## src/core/cond_exec_cfg.svh

```systemverilog
// Timing counts, type codes and address steps for the condition-gating block.
// Assumes inclusion by bare name from every file that needs these figures.
`ifndef COND_EXEC_CFG_SVH
`define COND_EXEC_CFG_SVH

// Instruction type codes carrying branch forms
`define TYPE_DIRECT_BRANCH   4'h8
`define TYPE_INDIRECT_FIRST  4'h9
`define TYPE_INDIRECT_REUSED 4'ha
`define TYPE_INDIRECT_LAST   4'hb

// Address step per word space
`define STEP_NORMAL_WORD 32'h0000_0001
`define STEP_SHORT_WORD  32'h0000_0002
`define STEP_BYTE_WORD   32'h0000_0004

// Stall lengths in core cycles
`define STALL_FETCH_CONFLICT   3'h1
`define STALL_CACHE_MISS       3'h1
`define STALL_BLOCK_CONFLICT   3'h1
`define STALL_STORE_TO_LOAD    3'h1
`define STALL_INDEX_LOAD       3'h4
`define STALL_INDEX_COND_LOAD  3'h5
`define STALL_DUAL_FORWARD     3'h2
`define STALL_WIDE_COMPUTE     3'h2

`endif

```

## src/core/cond_exec_pkg.sv

```systemverilog
// Types shared by the condition-gating block and its environment.
// Assumes the includer also pulls in cond_exec_cfg.svh for the figures.
package cond_exec_pkg;

  typedef enum logic [3:0] {
    mv_none,
    mv_pair_to_pair,
    mv_pair_to_unpaired,
    mv_unpaired_to_unpaired,
    mv_unpaired_to_pair,
    mv_store_primary,
    mv_store_secondary,
    mv_load_lanes,
    mv_load_address_generator
  } move_kind_t;

  typedef enum logic [2:0] {
    br_none,
    br_jump,
    br_call,
    br_return,
    br_loop,
    br_if_else
  } branch_kind_t;

  typedef enum logic [1:0] {
    normal_word_space,
    short_word_space,
    byte_word_space
  } word_space_t;

  typedef struct packed {
    logic         valid;
    logic         conditional;
    logic [3:0]   instr_type;
    logic         variable_length_isa;
    move_kind_t   move_kind;
    branch_kind_t branch_kind;
    word_space_t  space;
    logic         post_modify;
    logic         pre_modify;
    logic [31:0]  index_value;
    logic [31:0]  modify_value;
    logic [3:0]   index_sel;
    logic         uses_index;
    logic         loads_index;
    logic         is_load;
    logic         is_store;
    logic         program_memory_bus_data;
    logic         mul_dual_forward;
    logic         wide_compute;
  } instr_req_t;

  typedef struct packed {
    logic primary_lane;
    logic secondary_lane;
  } lane_cond_t;

  typedef struct packed {
    logic fetch_request;
    logic pm_cache_miss;
    logic block_conflict;
    logic interrupt_redirect;
    logic loop_abort;
  } hazard_in_t;

  typedef struct packed {
    logic        valid;
    logic        explicit_en;
    logic        implicit_en;
    logic        explicit_wide;
    logic        slot0_en;
    logic        slot0_from_secondary;
    logic        slot1_en;
    logic [31:0] slot0_addr;
    logic [31:0] slot1_addr;
    logic        index_write_en;
    logic [31:0] index_next;
    logic        branch_taken;
    logic        else_primary_en;
    logic        else_secondary_en;
    logic        branch_form;
    logic        reused_compute_form;
    logic        branch_rejected;
  } exec_ctrl_t;

endpackage : cond_exec_pkg

```

## src/core/cond_exec_ctrl.sv

```systemverilog
// Condition gating, branch decision and stall/flush control for two lanes.
// Assumes a decoder that holds a request stable while stall is high.
// Assumes hazard levels arrive with the request on the same clock.
// Stall is combinational; flush and ctrl are registered one cycle on.
// A withdrawn request drops any penalty charged to it.
// Operation
// - Paired-to-unpaired move: primary condition, explicit only.
// - Unpaired-to-unpaired move: explicit only, lane-tested.
// - Post-modify updates index on either lane true.
// - Each lane's transfer gated by own condition.
// - Pre-modify always applied to index.
// - Primary store: primary at index, secondary at index+n.
// - Secondary store: secondary at index, primary at index+n.
// - Address-generator load suppressed only if both false.
// - SIMD branch or loop needs both lanes true.
// - SIMD if-else: else runs per false lane.
// - Branch forms accepted in types 8 to 11; if-else only in types 9 to 11.
// - Variable-length type 10 decodes as compute.
// - Stall on fetch and data bus collision.
// - One-cycle stall on program bus cache miss.
// - One-cycle stall on same-block access collision.
// - One-cycle stall from conditional store to load.
// - Stall index use after index load.
// - Stall when both multiplier operands forwarded.
// - Stall wide compute to keep latency.
// - Flush fetched instructions on any redirect.
// - SISD tests only primary lane flags.
`timescale 1ns/100ps
`include "cond_exec_cfg.svh"

module cond_exec_ctrl
(
  // Clock and reset
  input  wire logic                      clk,
  input  wire logic                      rst,
  // Mode
  input  wire logic                      simd_mode,
  // Request from decode
  input  wire cond_exec_pkg::instr_req_t req,
  input  wire cond_exec_pkg::lane_cond_t cond,
  input  wire cond_exec_pkg::hazard_in_t hazard,
  // Pipeline control
  output logic                           stall,
  output logic                           flush,
  // Gated execution controls
  output cond_exec_pkg::exec_ctrl_t      ctrl
);

  // Lane step for the paired word of a store
  function automatic logic [31:0] space_step(input cond_exec_pkg::word_space_t sp);
    unique case (sp)
      cond_exec_pkg::normal_word_space: space_step = `STEP_NORMAL_WORD;
      cond_exec_pkg::short_word_space:  space_step = `STEP_SHORT_WORD;
      cond_exec_pkg::byte_word_space:   space_step = `STEP_BYTE_WORD;
      default:                          space_step = `STEP_NORMAL_WORD;
    endcase
  endfunction : space_step

  // Larger of two stall lengths
  function automatic logic [2:0] longer(input logic [2:0] a, input logic [2:0] b);
    longer = (a > b) ? a : b;
  endfunction : longer

  // Index moved by its modifier
  function automatic logic [31:0] modified_index(input logic [31:0] base,
                                                 input logic [31:0] step);
    modified_index = base + step;
  endfunction : modified_index

  logic       prim_ok;
  logic       sec_ok;
  logic       either_ok;
  logic       both_ok;
  logic       type_direct;
  logic       type_indirect;
  logic       reused_compute;
  logic       branch_legal;
  logic       taken;
  logic [2:0] penalty;
  logic       accept;
  logic [2:0] hold_count;
  logic       charged;
  logic       last_cond_store;
  logic       last_index_load;
  logic       last_index_cond;
  logic [3:0] last_index_sel;
  logic       taken_accepted;
  logic       branch_req;
  logic       if_else_legal;
  logic       store_hit;
  logic       index_hit;
  logic [2:0] index_wait;
  logic       charge;
  logic       redirect;
  cond_exec_pkg::exec_ctrl_t next_ctrl;

  // Lane condition outcomes
  always_comb
  begin
    if (!req.conditional)
    begin
      prim_ok = 1'b1;
      sec_ok  = 1'b1;
    end
    else
    begin
      prim_ok = cond.primary_lane;
      sec_ok  = simd_mode ? cond.secondary_lane : cond.primary_lane;
    end
  end

  assign either_ok = simd_mode ? (prim_ok | sec_ok) : prim_ok;
  assign both_ok   = simd_mode ? (prim_ok & sec_ok) : prim_ok;

  assign type_direct   = (req.instr_type == `TYPE_DIRECT_BRANCH);
  assign type_indirect = (req.instr_type == `TYPE_INDIRECT_FIRST)
                       | (req.instr_type == `TYPE_INDIRECT_REUSED)
                       | (req.instr_type == `TYPE_INDIRECT_LAST);
  assign reused_compute = req.variable_length_isa
                        & (req.instr_type == `TYPE_INDIRECT_REUSED);
  // Any branch form requested
  assign branch_req = (req.branch_kind != cond_exec_pkg::br_none);

  always_comb
  begin
    branch_legal = 1'b0;
    if (req.branch_kind == cond_exec_pkg::br_if_else)
      branch_legal = type_indirect & ~reused_compute;
    else if (branch_req)
      branch_legal = (type_direct | type_indirect) & ~reused_compute;
  end

  assign taken = branch_legal & both_ok;
  // else paths only on a legal if-else
  assign if_else_legal = (req.branch_kind == cond_exec_pkg::br_if_else) & branch_legal;

  assign store_hit  = req.is_load & last_cond_store;
  assign index_hit  = req.uses_index & last_index_load & (req.index_sel == last_index_sel);
  assign index_wait = last_index_cond ? `STALL_INDEX_COND_LOAD : `STALL_INDEX_LOAD;

  // Stall length demanded by the waiting request
  always_comb
  begin
    penalty = 3'h0;
    if (req.program_memory_bus_data && hazard.fetch_request)
      penalty = longer(penalty, `STALL_FETCH_CONFLICT);
    if (req.program_memory_bus_data && hazard.pm_cache_miss)
      penalty = longer(penalty, `STALL_CACHE_MISS);
    if (hazard.block_conflict)
      penalty = longer(penalty, `STALL_BLOCK_CONFLICT);
    if (store_hit)
      penalty = longer(penalty, `STALL_STORE_TO_LOAD);
    if (index_hit)
      penalty = longer(penalty, index_wait);
    if (req.mul_dual_forward)
      penalty = longer(penalty, `STALL_DUAL_FORWARD);
    if (req.wide_compute)
      penalty = longer(penalty, `STALL_WIDE_COMPUTE);
  end

  // Stall holds for exactly the penalty length
  assign stall  = req.valid & ((hold_count != 3'h0) | (~charged & (penalty != 3'h0)));
  assign accept = req.valid & ~stall;
  // Penalty charged on the first stalled cycle only
  assign charge = req.valid & ~charged & (penalty != 3'h0);

  // Stall counter
  always_ff @(posedge clk or posedge rst)
  begin
    if (rst)
    begin
      hold_count <= 3'h0;
      charged    <= 1'b0;
    end
    else if (!req.valid)
    begin
      // Withdrawn request forgets its penalty
      hold_count <= 3'h0;
      charged    <= 1'b0;
    end
    else if (hold_count != 3'h0)
    begin
      hold_count <= hold_count - 3'h1;
    end
    else if (charge)
    begin
      hold_count <= penalty - 3'h1;
      charged    <= 1'b1;
    end
    else if (accept)
    begin
      charged <= 1'b0;
    end
  end

  // History of the last accepted instruction
  always_ff @(posedge clk or posedge rst)
  begin
    if (rst)
    begin
      last_cond_store <= 1'b0;
      last_index_load <= 1'b0;
      last_index_cond <= 1'b0;
      last_index_sel  <= 4'h0;
    end
    else if (accept)
    begin
      last_cond_store <= req.is_store & req.conditional;
      last_index_load <= req.loads_index;
      last_index_cond <= req.loads_index & req.conditional;
      last_index_sel  <= req.index_sel;
    end
    else if (charge)
    begin
      // Hazard already charged to the waiting request
      last_cond_store <= 1'b0;
      last_index_load <= 1'b0;
    end
  end

  // Transfer gating and addressing
  always_comb
  begin
    next_ctrl = '0;
    next_ctrl.valid = accept;
    next_ctrl.slot0_addr = req.index_value;
    if (req.pre_modify)
      next_ctrl.slot0_addr = modified_index(req.index_value, req.modify_value);
    // paired word at index plus n
    next_ctrl.slot1_addr = next_ctrl.slot0_addr + space_step(req.space);

    unique case (req.move_kind)
      cond_exec_pkg::mv_none:
      begin
        next_ctrl.explicit_en = 1'b0;
      end
      cond_exec_pkg::mv_pair_to_pair,
      cond_exec_pkg::mv_unpaired_to_pair,
      cond_exec_pkg::mv_load_lanes:
      begin
        // each lane on its own flag
        next_ctrl.explicit_en = prim_ok;
        next_ctrl.implicit_en = simd_mode & sec_ok;
      end
      cond_exec_pkg::mv_pair_to_unpaired:
      begin
        next_ctrl.explicit_en   = prim_ok;
        next_ctrl.explicit_wide = 1'b1;
      end
      cond_exec_pkg::mv_unpaired_to_unpaired:
      begin
        next_ctrl.explicit_en = either_ok;
      end
      cond_exec_pkg::mv_store_primary:
      begin
        next_ctrl.slot0_en = prim_ok;
        next_ctrl.slot1_en = simd_mode & sec_ok;
      end
      cond_exec_pkg::mv_store_secondary:
      begin
        next_ctrl.slot0_en             = prim_ok;
        next_ctrl.slot0_from_secondary = 1'b1;
        next_ctrl.slot1_en             = simd_mode & sec_ok;
      end
      cond_exec_pkg::mv_load_address_generator:
      begin
        next_ctrl.explicit_en = either_ok;
      end
      default:
      begin
        next_ctrl.explicit_en = 1'b0;
      end
    endcase

    next_ctrl.index_write_en = req.post_modify & either_ok;
    next_ctrl.index_next     = modified_index(req.index_value, req.modify_value);

    next_ctrl.branch_taken = taken;
    if (if_else_legal)
    begin
      next_ctrl.else_primary_en   = ~taken & ~prim_ok;
      next_ctrl.else_secondary_en = simd_mode & ~taken & ~sec_ok;
    end
    next_ctrl.branch_form         = branch_legal;
    next_ctrl.reused_compute_form = reused_compute;
    next_ctrl.branch_rejected     = branch_req & ~branch_legal;
  end

  // Registered controls, valid for one cycle
  always_ff @(posedge clk or posedge rst)
  begin
    if (rst)
      ctrl <= '0;
    else if (accept)
      ctrl <= next_ctrl;
    else
      ctrl.valid <= 1'b0;
  end

  assign taken_accepted = accept & taken;

  assign redirect = taken_accepted | hazard.interrupt_redirect | hazard.loop_abort;

  always_ff @(posedge clk or posedge rst)
  begin
    if (rst)
      flush <= 1'b0;
    else
      flush <= redirect;
  end

endmodule : cond_exec_ctrl

```

## config.mk

```make
export PLATFORM = sky130hd
export DESIGN_NAME = cond_exec_ctrl
export DESIGN_NICKNAME = d
export VERILOG_FILES = /design/src/core/cond_exec_pkg.sv /design/src/core/cond_exec_ctrl.sv
export VERILOG_INCLUDE_DIRS = /design/src /design/src/core
export SDC_FILE = /design/constraint.sdc
export NUM_CORES = 1
export LEC_CHECK = 0
export BUFFER_PORTS_ARGS = -buffer_cell sky130_fd_sc_hd__buf_2
export CAP_MARGIN = 20
export CORE_ASPECT_RATIO = 1.25
export CORE_MARGIN = 2
export CORE_UTILIZATION = 49
export DETAILED_ROUTE_END_ITERATION = 7
export HOLD_SLACK_MARGIN = 0.12
export PLACE_DENSITY_LB_ADDON = 0.12
export SLEW_MARGIN = 20
export SYNTH_ARGS = -nofsm -noshare
export SYNTH_HDL_FRONTEND = slang
export SYNTH_SLANG_ARGS = --single-unit
export TNS_END_PERCENT = 10
```

## constraint.sdc

```tcl
create_clock -name clk -period 3.53 [get_ports clk]
set_input_delay 0.1765 -clock clk [delete_from_list [all_inputs] [get_ports clk]]
set_output_delay 0.1765 -clock clk [all_outputs]
set_load 0.01 [all_outputs]
```

==> results of run 1 <==
[kinds of logic after synthesis]
group	count (synthesis)	synth area share
AND/OR/NAND/NOR	384	0.228
AO/OA/AOI/OAI	278	0.220
buffers and inverters	79	0.0369
adder cells (fa/ha/maj)	39	0.0615
flip-flops	122	0.373
multiplexers	20	0.0266
XOR/XNOR	50	0.0545
[layer usage]
metal  vias up  global-route usage
li1       4046                   -
met1      3836               0.374
met2       249               0.459
met3        41              0.0399
met4         0               0.107
met5         -                   0
[state kept, by name, summed over array words and instances (netlist names)]
name	flops
last_cond_store	1
last_index_sel	4
last_index_cond	1
ctrl	110
hold_count	3
charged	1
flush	1
last_index_load	1
[where the power goes]
group	internal, mW	switching, mW
Sequential	2.00	0.329
Combinational	1.17	1.58
Clock	0.970	0.686
Total	4.14	2.60
[final cells by class]
| type | instances | area (um2) |
|---|---|---|
| inverters | 25 | 96.3 |
| well taps | 216 | 270 |
| clock inverters | 14 | 124 |
| repair buffers | 321 | 1960 |
| flip-flops and latches | 122 | 3050 |
| multi-input cells | 771 | 4880 |
| clock buffers | 18 | 429 |
| fillers | 1400 | 5450 |
[worst max-delay path by stage]
stage / startpoint / to / slack (ns) / cells past startpoint
final: req[43] / ctrl[69]$_DFFE_PP0P_ / 0.17 / 14
after global routing: req[43] / ctrl[62]$_DFFE_PP0P_ / 0.03 / 16
after floorplan: req[75] / ctrl[69]$_DFFE_PP0P_ / 0.006 / 18
after detailed placement: req[43] / ctrl[69]$_DFFE_PP0P_ / -0.35 / 14
after global placement: req[43] / ctrl[67]$_DFFE_PP0P_ / -0.24 / 14
after CTS: req[43] / ctrl[69]$_DFFE_PP0P_ / 0.01 / 14
[placed cells by master, fill, tap and decap left out, types with 4 or more instances in the layout]
| cell | n |
|---|---|
| xnor2_1 | 25 |
| mux2_2 | 11 |
| a21oi_1 | 57 |
| nor3_1 | 23 |
| mux2i_1 | 8 |
| dlygate4sd3_1 | 21 |
| nor2_1 | 55 |
| xor2_1 | 24 |
| a21o_1 | 12 |
| or3_1 | 8 |
| inv_1 | 22 |
| buf_4 | 83 |
| a31oi_1 | 9 |
| dfrtp_1 | 122 |
| nand2b_1 | 13 |
| a211o_1 | 6 |
| clkinv_2 | 5 |
| o21ai_1 | 6 |
| o21ai_0 | 95 |
| a211oi_1 | 13 |
| nand3b_1 | 9 |
| and2_1 | 6 |
| and3_1 | 8 |
| nand4_1 | 9 |
| o21a_1 | 14 |
| ha_1 | 37 |
| clkbuf_16 | 17 |
| buf_2 | 214 |
| clkinv_4 | 4 |
| o31ai_1 | 8 |
| nor2b_1 | 14 |
| nor3b_1 | 7 |
| nand2_1 | 181 |
| nand3_1 | 21 |
[per-stage QoR]
step / hold WS (ns) / cell area (um2) / worst slack (ns) / cells / util
after global placement: 0.380 / 10000 / -0.240 / 1434 / 0.617
after global routing: 0.159 / 10800 / 0.0300 / 1487 / 0.665
after detailed placement: 0.380 / 10000 / -0.353 / 1434 / 0.617
after CTS: 0.122 / 10800 / 0.0122 / 1487 / 0.664
after floorplan: 0.273 / 8260 / 0.00578 / 972 / -
final: 0.132 / 10800 / 0.175 / 1487 / 0.665
[tightest hold or removal path: stages]
cell	delay, ns
buf_2	0.11
nand2_1	0.05
nor4_1	0.05
nand2_1	0.06
o21ai_0	0.06
[synthesized netlist by cell type (3+ instances only)]
| cell type | instances |
|---|---|
| buf_2 | 4 |
| nand3_1 | 21 |
| nor3_1 | 23 |
| or4_1 | 3 |
| mux2_2 | 11 |
| or3_1 | 9 |
| a31oi_1 | 9 |
| a211o_1 | 6 |
| inv_1 | 24 |
| and2_1 | 6 |
| xnor2_1 | 25 |
| nand4_1 | 9 |
| a32oi_1 | 3 |
| o31ai_1 | 8 |
| a22o_1 | 3 |
| nor2b_1 | 14 |
| clkbuf_1 | 43 |
| xor2_1 | 24 |
| buf_1 | 7 |
| a21oi_1 | 58 |
| o21a_1 | 14 |
| o21ai_0 | 95 |
| or2_2 | 3 |
| nand2b_1 | 13 |
| and4_1 | 3 |
| ha_1 | 37 |
| a21o_1 | 12 |
| a21boi_0 | 3 |
| nor2_1 | 55 |
| nor3b_1 | 8 |
| nand3b_1 | 9 |
| dfrtp_1 | 122 |
| o21ai_1 | 6 |
| a211oi_1 | 14 |
| o211a_1 | 3 |
| mux2i_1 | 8 |
| and3_1 | 8 |
| nand2_1 | 181 |
[timing repair]
action	in CTS	in global routing
hold endpoints to repair	89	0
hold buffers	21	0
resized for setup	0	3
endpoints found under the setup margin	0	6
==> results.json, run 1 <==
{
  "grt_pass1_vias": 7943,
  "gr-total-overflow": 0,
  "vias": 8172,
  "root_buffer": "clkbuf_16",
  "fp.dieW_um": 120,
  "yosys-top-cells-area": "dfrtp_1, nand2_1, o21ai_0, ha_1, a21oi_1",
  "clock.fmax_mhz": 298,
  "hpwl_um": 18600,
  "drv_slew": 0,
  "avgSynthCellArea_um2": 8.42,
  "numCtsBuffers": 17,
  "crit_chain": "buf_2, ha_1, inv_1, fa_1, and2b_1, o31ai_2, and4b_1, a2111oi_4, a32oi_2, nor4_4, nand4_2, or4_4, o21a_1, o31ai_1",
  "finalSetupTns_ns": 0,
  "vdd_drop_max_v": 0.000329,
  "start_util": 0.503,
  "async_reset_ff_frac": 1.00,
  "clk_path_buf_depth": 2,
  "p_leak_nw": 5.36,
  "maxCapViolCount": 0,
  "hp-start": "req[81]",
  "wl_met3_um": 1300,
  "ys.flop_type": "dfrtp_1",
  "holdCritPathClass": "in2reg",
  "io_buffers": 214,
  "reg2reg_depth": 11,
  "power_density_mw_per_mm2": 622,
  "dr.pass1.iters": 5,
  "ios": 215,
  "hold_viol": 0,
  "finalCriticalPeriod_ns": 3.36,
  "yosysSeqAreaShare": 0.373,
  "timing.rr.start": "last_index_sel[0]$_DFFE_PP0P_",
  "crit_type": "in2reg",
  "yosys_warnings": 0,
  "die-area_mm2": 0.0178,
  "clk_pin_slew_worst_paths_ns": 0.06,
  "cts_tree": "yes",
  "wl_um": 24400,
  "drt_iter0_drc": 532,
  "antenna_left": 0,
  "arrival_ns": 3.67,
  "top_layer_used": "met4",
  "setup_violations": 0,
  "relSlewSlack": 0.378,
  "grt_pass1_wl_um": 39600,
  "synthesis.nets": 1114,
  "cp_top_family": "simple AND/OR/NAND/NOR gates",
  "post-cts-setup-buffer-count": 0,
  "synthCells": 972,
  "cpPeakStageDelay_ns": 0.60,
  "ys_seq_elements": 122,
  "drc_errors": 0,
  "antenna_found_initial": 0,
  "power_mw": 6.73,
  "drt-met1-wl_um": 10900,
  "synth_cell_types": 85,
  "layout-drive-gt1-share": 0.295,
  "r2r-end": "flush$_DFF_PP0_",
  "crit_buf_inv": 2,
  "synth_top_area_cell": "dfrtp_1",
  "rsz0062_at_grt": "no",
  "die_y_um": 148,
  "core_mm2": 0.0163,
  "gp_routability_congestion": 0.901,
  "crit_required_ns": 3.85,
  "n_antenna_cell": 0,
  "rrSetupSlack_ns": 0.50,
  "areaGrowthSynthToFinish_pct": 32.3,
  "nNetsFinal": 1400,
  "synth_top_area_share": 0.373,
  "slowest_stage": "or4_4",
  "whs_endpoint": "ctrl[3]$_DFFE_PP0P_",
  "critPathMaxFanout": 7,
  "grt_max_degree": 82,
  "cts.htree.levels": 4,
  "clock_skew_ns": 0.0106,
  "start_kind": "input pin",
  "vias_per_cell": 5.50,
  "holdPathStages": 5,
  "rows": 52,
  "insertion_delay_ns": 0.43,
  "synth_area_mm2": 0.00818,
  "crit_path_end_kind": "register",
  "synth-edff-count": 0,
  "wl_per_cell_um": 16.4,
  "fin_crit_sh": 0.951,
  "grt_usage": 0.279,
  "worst-slew-pin-transition_ns": 0.933,
  "status": "finished, final reports clean",
  "cts.sinks": 122,
  "wl_met2_um": 11500
}
Power figures use the tool's default switching activity.
==> run 2, diff against run 1 <==
CORE_UTILIZATION = 50   (was 49)
CTS_BUF_LIST = sky130_fd_sc_hd__clkbuf_2 sky130_fd_sc_hd__clkbuf_4 sky130_fd_sc_hd__clkbuf_8   (was default)
PLACE_DENSITY = 0.88   (was default)
PLACE_DENSITY_LB_ADDON = default   (was 0.12)
==> run 2 against run 1 <==
Fmax hardly changed. Design area is 1.1% lower. Register-to-register slack got worse by 0.07 ns. Sequential share of layout area rose by 0.31 points. Critical endpoint is now ctrl[67]$_DFFE_PP0P_.
==> results.json, run 2 (synthesis results as in run 1) <==
{
  "drt_iter0_drc": 591,
  "fin_area_mm2": 0.0107,
  "layout-drive-gt1-share": 0.295,
  "cts_tree": "yes",
  "die-area_mm2": 0.0174,
  "status": "finished, final reports clean",
  "hpwl_um": 19000,
  "vias_per_cell": 5.77,
  "regMostFlops": "ctrl",
  "grt_pass1_vias": 8496,
  "antenna_left": 0,
  "dp_slack_ns": -0.397,
  "p_sw_frac": 0.398,
  "busiest_layer": "met2",
  "finalSetupTns_ns": 0,
  "core_mm2": 0.0161,
  "crit_required_ns": 3.86,
  "setup_violations": 0,
  "cts.sinks": 122,
  "grt_max_degree": 123,
  "numCtsBuffers": 17,
  "placed_area_mm2": 0.0100,
  "p_sw_mw": 2.58,
  "critPathMaxFanout": 7,
  "vias": 8594,
  "cp_top_family": "simple AND/OR/NAND/NOR gates",
  "final_cell_count_no_fill": 1490,
  "areaGrowthSynthToFinish_pct": 30.9,
  "pwr-share-seq": 0.360,
  "clock.fmax_mhz": 298,
  "die_y_um": 147,
  "start_util": 0.507,
  "final_common_cell": "buf_2",
  "worst-slew-pin-transition_ns": 0.734,
  "clk_pin_slew_worst_paths_ns": 0.07,
  "crit_path_end_kind": "register",
  "drv_slew": 0,
  "holdCritPathClass": "in2reg",
  "grtUsageMet1": 0.339,
  "power_density_mw_per_mm2": 605,
  "vdd_drop_max_v": 0.000296,
  "crit_chain": "buf_2, ha_1, inv_1, fa_1, and2b_1, o31ai_2, a21oi_1, mux2_2, a211oi_2, nor3b_4, nand4_2, or4_4, o21a_1, o31ai_1",
  "clock_skew_ns": 0.0140,
  "crit_type": "in2reg",
  "holdWs_ns": 0.131,
  "dr.pass1.iters": 5,
  "cts.htree.levels": 4,
  "hold_viol": 0,
  "maxCapViolCount": 0,
  "cpPeakStageDelay_ns": 0.60,
  "insertion_delay_ns": 0.44,
  "reg_top3": "ctrl x110, last_index_sel x4, hold_count x3",
  "gr-usage-met3": 0.0660,
  "io_buffers": 214,
  "slowest_stage": "or4_4",
  "gp_routability_congestion": 0.993,
  "combPwrFrac": 0.435,
  "start_kind": "input pin",
  "nNetsFinal": 1403,
  "use_met2": 0.501,
  "clk_path_buf_depth": 2,
  "ios": 215,
  "fin_crit_sh": 0.950,
  "n_fill_cell": 1314,
  "root_buffer": "clkbuf_8",
  "relSlewSlack": 0.510,
  "p_leak_nw": 5.31,
  "rsz0062_at_grt": "no",
  "fp.dieW_um": 118,
  "clkPwrFrac": 0.206,
  "cellInternalPower_mw": 3.89,
  "place_inst": 1433,
  "wl_per_cell_um": 17.2,
  "largest_reg_flops": 110,
  "crit_buf_inv": 2,
  "grt_pass1_wl_um": 41000,
  "finalCriticalPeriod_ns": 3.35,
  "gr-total-overflow": 0,
  "drc_errors": 0,
  "arrival_ns": 3.69,
  "grt_usage": 0.292,
  "wl_um": 25600,
  "power_mw": 6.47,
  "final_cell_mix": "buf_2, nand2_1, dfrtp_1",
  "antenna_found_initial": 0,
  "post-route-util": 0.663,
  "setup_slack_ns": 0.175,
  "rows": 52
}
-- run 2: worst min-delay path, cell delays in order --
cell     delay, ns
buf_2         0.11
nand2_1       0.05
nor4_1        0.06
nand2_1       0.06
o21ai_0       0.07
-- run 2: final cells by class --
cell class | count | area [um2] | area share
Sequential cell | 122 | 3050 | 0.285
Tap cell | 216 | 270 | 0.0252
Clock buffer | 20 | 269 | 0.0251
Antenna cell | 1 | 2.50 | 0.000234
Timing Repair Buffer | 324 | 1980 | 0.185
Multi-Input combinational cell | 771 | 4880 | 0.456
Clock inverter | 11 | 144 | 0.0134
Inverter | 25 | 96.3 | 0.00900
-- run 2: timing repair --
item                       CTS  global route
gates cloned                 0             0
pin swaps                    0             0
gates resized for setup      1             5
setup endpoints to repair    2             5
buffers inserted             0             0
hold endpoints to repair   147             0
hold buffers                25             0
-- run 2: metal layers --
metal  vias to the layer above  wire, um
met5                         -         0
met4                         0      1210
met3                        93      1860
met2                       395     12700
met1                      4064      9780
li1                       4042         -
-- run 2: worst paths after layout --
kind,start,end,slack (ns),depth (start not counted)
hold / removal,req[81],ctrl[4]$_DFFE_PP0P_,0.13,5
max in group asynchronous,rst,ctrl[94]$_DFFE_PP0P_,2.58,4
setup / recovery,req[11],ctrl[67]$_DFFE_PP0P_,0.18,14
setup reg to reg,last_index_sel[0]$_DFFE_PP0P_,last_cond_store$_DFFE_PP0P_,0.43,10
hold reg to reg,ctrl[28]$_DFFE_PP0P_,ctrl[28]$_DFFE_PP0P_,0.47,2
min in group asynchronous,rst,ctrl[40]$_DFFE_PP0P_,0.43,4
-- run 2: power by group through the flow --
stage	Sequential (mW)	Clock, mW	Combinational (mW)
floorplan	2.57	0	1.30
global placement	2.32	0	2.66
detailed placement	2.35	0	2.75
CTS	2.33	1.35	2.79
global route	2.40	1.41	3.10
finish	2.33	1.33	2.81
==> run 3, diff against run 2 <==
ABC_AREA = 1   (was default)
CORE_UTILIZATION = 51   (was 50)
PLACE_DENSITY = 0.89   (was 0.88)
==> run 3 against run 2 <==
Clock-buffer cell count unchanged. Synthesized area increased by 9.9%. Synthesized cell count is 37% higher. Clock skew down 0.00060 ns. Worst setup slack better by 0.10 ns. Clock power about the same. Register-to-register slack gained 0.55 ns. Via count rose by 9.2%. Global-route usage down 0.25 points. Sequential power about the same. Sequential share of layout area decreased by 0.63 points.
==> results.json, run 3 <==
{
  "holdCritPathClass": "in2reg",
  "synthCells": 1336,
  "cts_tree": "yes",
  "fin_crit_sh": 0.921,
  "crit_path_start": "req[43]",
  "grt_pass1_wl_um": 42500,
  "hpwl_um": 20800,
  "timing.rr.start": "last_index_sel[0]$_DFFE_PP0P_",
  "cpPeakStageDelay_ns": 0.52,
  "crit_chain": "dlygate4sd3_1, buf_2, ha_1, inv_1, fa_1, xnor2_1, nand2_1, nand2_1, ha_1, inv_1, nor2_1, o211ai_2, nor2_2, nand3_2, nor2_4, nand3_4, nor2_4, nand2_4, nor2_1, nand2_1, nand2_1, nor2_1",
  "synth_top_area_cell": "dfrtp_1",
  "rrSetupSlack_ns": 0.98,
  "drv_slew": 0,
  "cts.htree.levels": 4,
  "antenna_found_initial": 0,
  "insertion_delay_ns": 0.45,
  "finalSetupTns_ns": 0,
  "areaGrowthSynthToFinish_pct": 21.7,
  "die_y_um": 152,
  "grt_usage": 0.290,
  "power_density_mw_per_mm2": 589,
  "wl_per_cell_um": 15.1,
  "layout-drive-gt1-share": 0.237,
  "clk_path_buf_depth": 2,
  "synth_cell_types": 48,
  "numCtsBuffers": 17,
  "yosys_warnings": 0,
  "drt_iter0_drc": 584,
  "p_leak_nw": 6.29,
  "finalCriticalPeriod_ns": 3.25,
  "crit_path_end_kind": "register",
  "clock_skew_ns": 0.0134,
  "final_cell_mix": "nand2_1, buf_2, inv_1",
  "avgSynthCellArea_um2": 6.73,
  "critPathMaxFanout": 5,
  "final_common_cell": "nand2_1",
  "synth_top_area_share": 0.340,
  "wl_um": 27200,
  "final_cell_count_no_fill": 1801,
  "gp_routability_congestion": 0.946,
  "drc_errors": 0,
  "nNetsFinal": 1707,
  "holdWs_ns": 0.123,
  "yosysSeqAreaShare": 0.340,
  "synth-edff-count": 0,
  "worst-slew-pin-transition_ns": 0.811,
  "gr-total-overflow": 0,
  "reg_top3": "ctrl x110, last_index_sel x4, hold_count x3",
  "synthTopCellsByCount": "nand2_1, inv_1, nand3_1",
  "reg2reg_depth": 12,
  "fp.dieW_um": 123,
  "start_kind": "input pin",
  "ys.flop_type": "dfrtp_1",
  "grt_max_degree": 93,
  "rsz0062_at_grt": "no",
  "n_antenna_cell": 0,
  "arrival_ns": 3.59,
  "vdd_drop_max_v": 0.000234,
  "synth_area_mm2": 0.00899,
  "cts.sinks": 122,
  "slowest_stage": "dlygate4sd3_1",
  "setup_violations": 0,
  "r2r-end": "last_cond_store$_DFFE_PP0P_",
  "status": "finished, final reports clean",
  "root_buffer": "clkbuf_8",
  "cpMostUsedCell": "nand2_1",
  "antenna_left": 0,
  "synthesis.nets": 1478,
  "crit_type": "in2reg",
  "yosysMostFrequentCell": "nand2_1",
  "n_fill_cell": 1563,
  "io_buffers": 214,
  "place_inst": 1745,
  "rows": 54,
  "crit_required_ns": 3.87,
  "ys_seq_elements": 122,
  "async_reset_ff_frac": 1.00,
  "clk_pin_slew_worst_paths_ns": 0.07,
  "ios": 215,
  "largest_reg_flops": 110,
  "dp_slack_ns": 0.258,
  "setup_slack_ns": 0.280,
  "vias_per_cell": 5.21,
  "regMostFlops": "ctrl",
  "endpoint": "ctrl[65]$_DFFE_PP0P_",
  "clock.fmax_mhz": 308,
  "dr.pass1.iters": 6,
  "hold_viol": 0,
  "yosys-top-cells-area": "dfrtp_1, nand2_1, inv_1, nand3_1, ha_1",
  "die-area_mm2": 0.0187,
  "power_mw": 6.45,
  "grt_pass1_vias": 8753,
  "start_util": 0.518,
  "core_mm2": 0.0174,
  "maxCapViolCount": 0,
  "relSlewSlack": 0.460,
  "vias": 9387
}
## run 3: changes by cell type in the layout (fill, tap and decap cells not counted), moves of 21 or more
| cell | change |
|---|---|
| buf_4 | -81 |
| xnor2_1 | -21 |
| nor2_1 | +25 |
| nand2_2 | +33 |
| inv_1 | +151 |
| nand2_1 | +298 |
| a21oi_1 | -31 |
| o21ai_0 | -38 |
| nand3_1 | +106 |
## run 3: per-layer routing
metal	vias up	global-route usage	routed length [um]
met1	4312	0.354	11000
met5	-	0	0
met3	80	0.0445	1620
li1	4654	-	-
met4	0	0.141	1250
met2	341	0.492	13300
## run 3: logic make-up after synthesis
logic type,after synthesis,synth area share
buf+inv,225,0.0995
xor+xnor,14,0.0136
flops,122,0.340
simple gates,813,0.411
compound gates,123,0.0799
fa+ha+maj,39,0.0559
## run 3: power breakdown
group | switching [mW] | internal [mW]
sequential | 0.334 | 1.99
clock | 0.592 | 0.739
combinational | 1.73 | 1.06
## run 3: stage by stage
| step | utilization | instance area [um2] |
|---|---|---|
| finish | 0.630 | 10900 |
| global route | 0.630 | 10900 |
| CTS | 0.630 | 10900 |
| detailed placement | 0.591 | 10300 |
| global placement | 0.591 | 10300 |
| floorplan | - | 8990 |
## run 3: worst min path at each step
stage / to / cells after the start / from / slack, ns
floorplan: flush$_DFF_PP0_ / 2 / hazard[0] / 0.28
global placement: flush$_DFF_PP0_ / 3 / hazard[0] / 0.37
detailed placement: flush$_DFF_PP0_ / 3 / hazard[0] / 0.38
CTS: ctrl[6]$_DFFE_PP0P_ / 4 / req[11] / 0.14
global route: ctrl[72]$_DFFE_PP0P_ / 3 / req[44] / 0.18
finish: ctrl[72]$_DFFE_PP0P_ / 3 / req[44] / 0.12
## run 3: cell type report
class,instances,area (um2),area share
Tap cell,224,280,0.0256
Multi-Input combinational cell,989,5060,0.462
Clock buffer,20,269,0.0246
Clock inverter,11,146,0.0134
Inverter,190,719,0.0657
Sequential cell,122,3050,0.279
Timing Repair Buffer,245,1420,0.129
## run 3: worst max-delay path: cells and delay by family
family	cells	cell delay (ns)
simple gates	13	1.40
fa+ha+maj	3	0.95
buf+inv	4	0.77
xor+xnor	1	0.16
compound gates	1	0.13
## run 3: repair_timing
action | in CTS | in global routing
resized for setup | 0 | 3
setup buffers | 0 | 0
hold buffers | 25 | 0
endpoints found under the hold margin | 85 | 0
endpoints found under the setup margin | 0 | 13
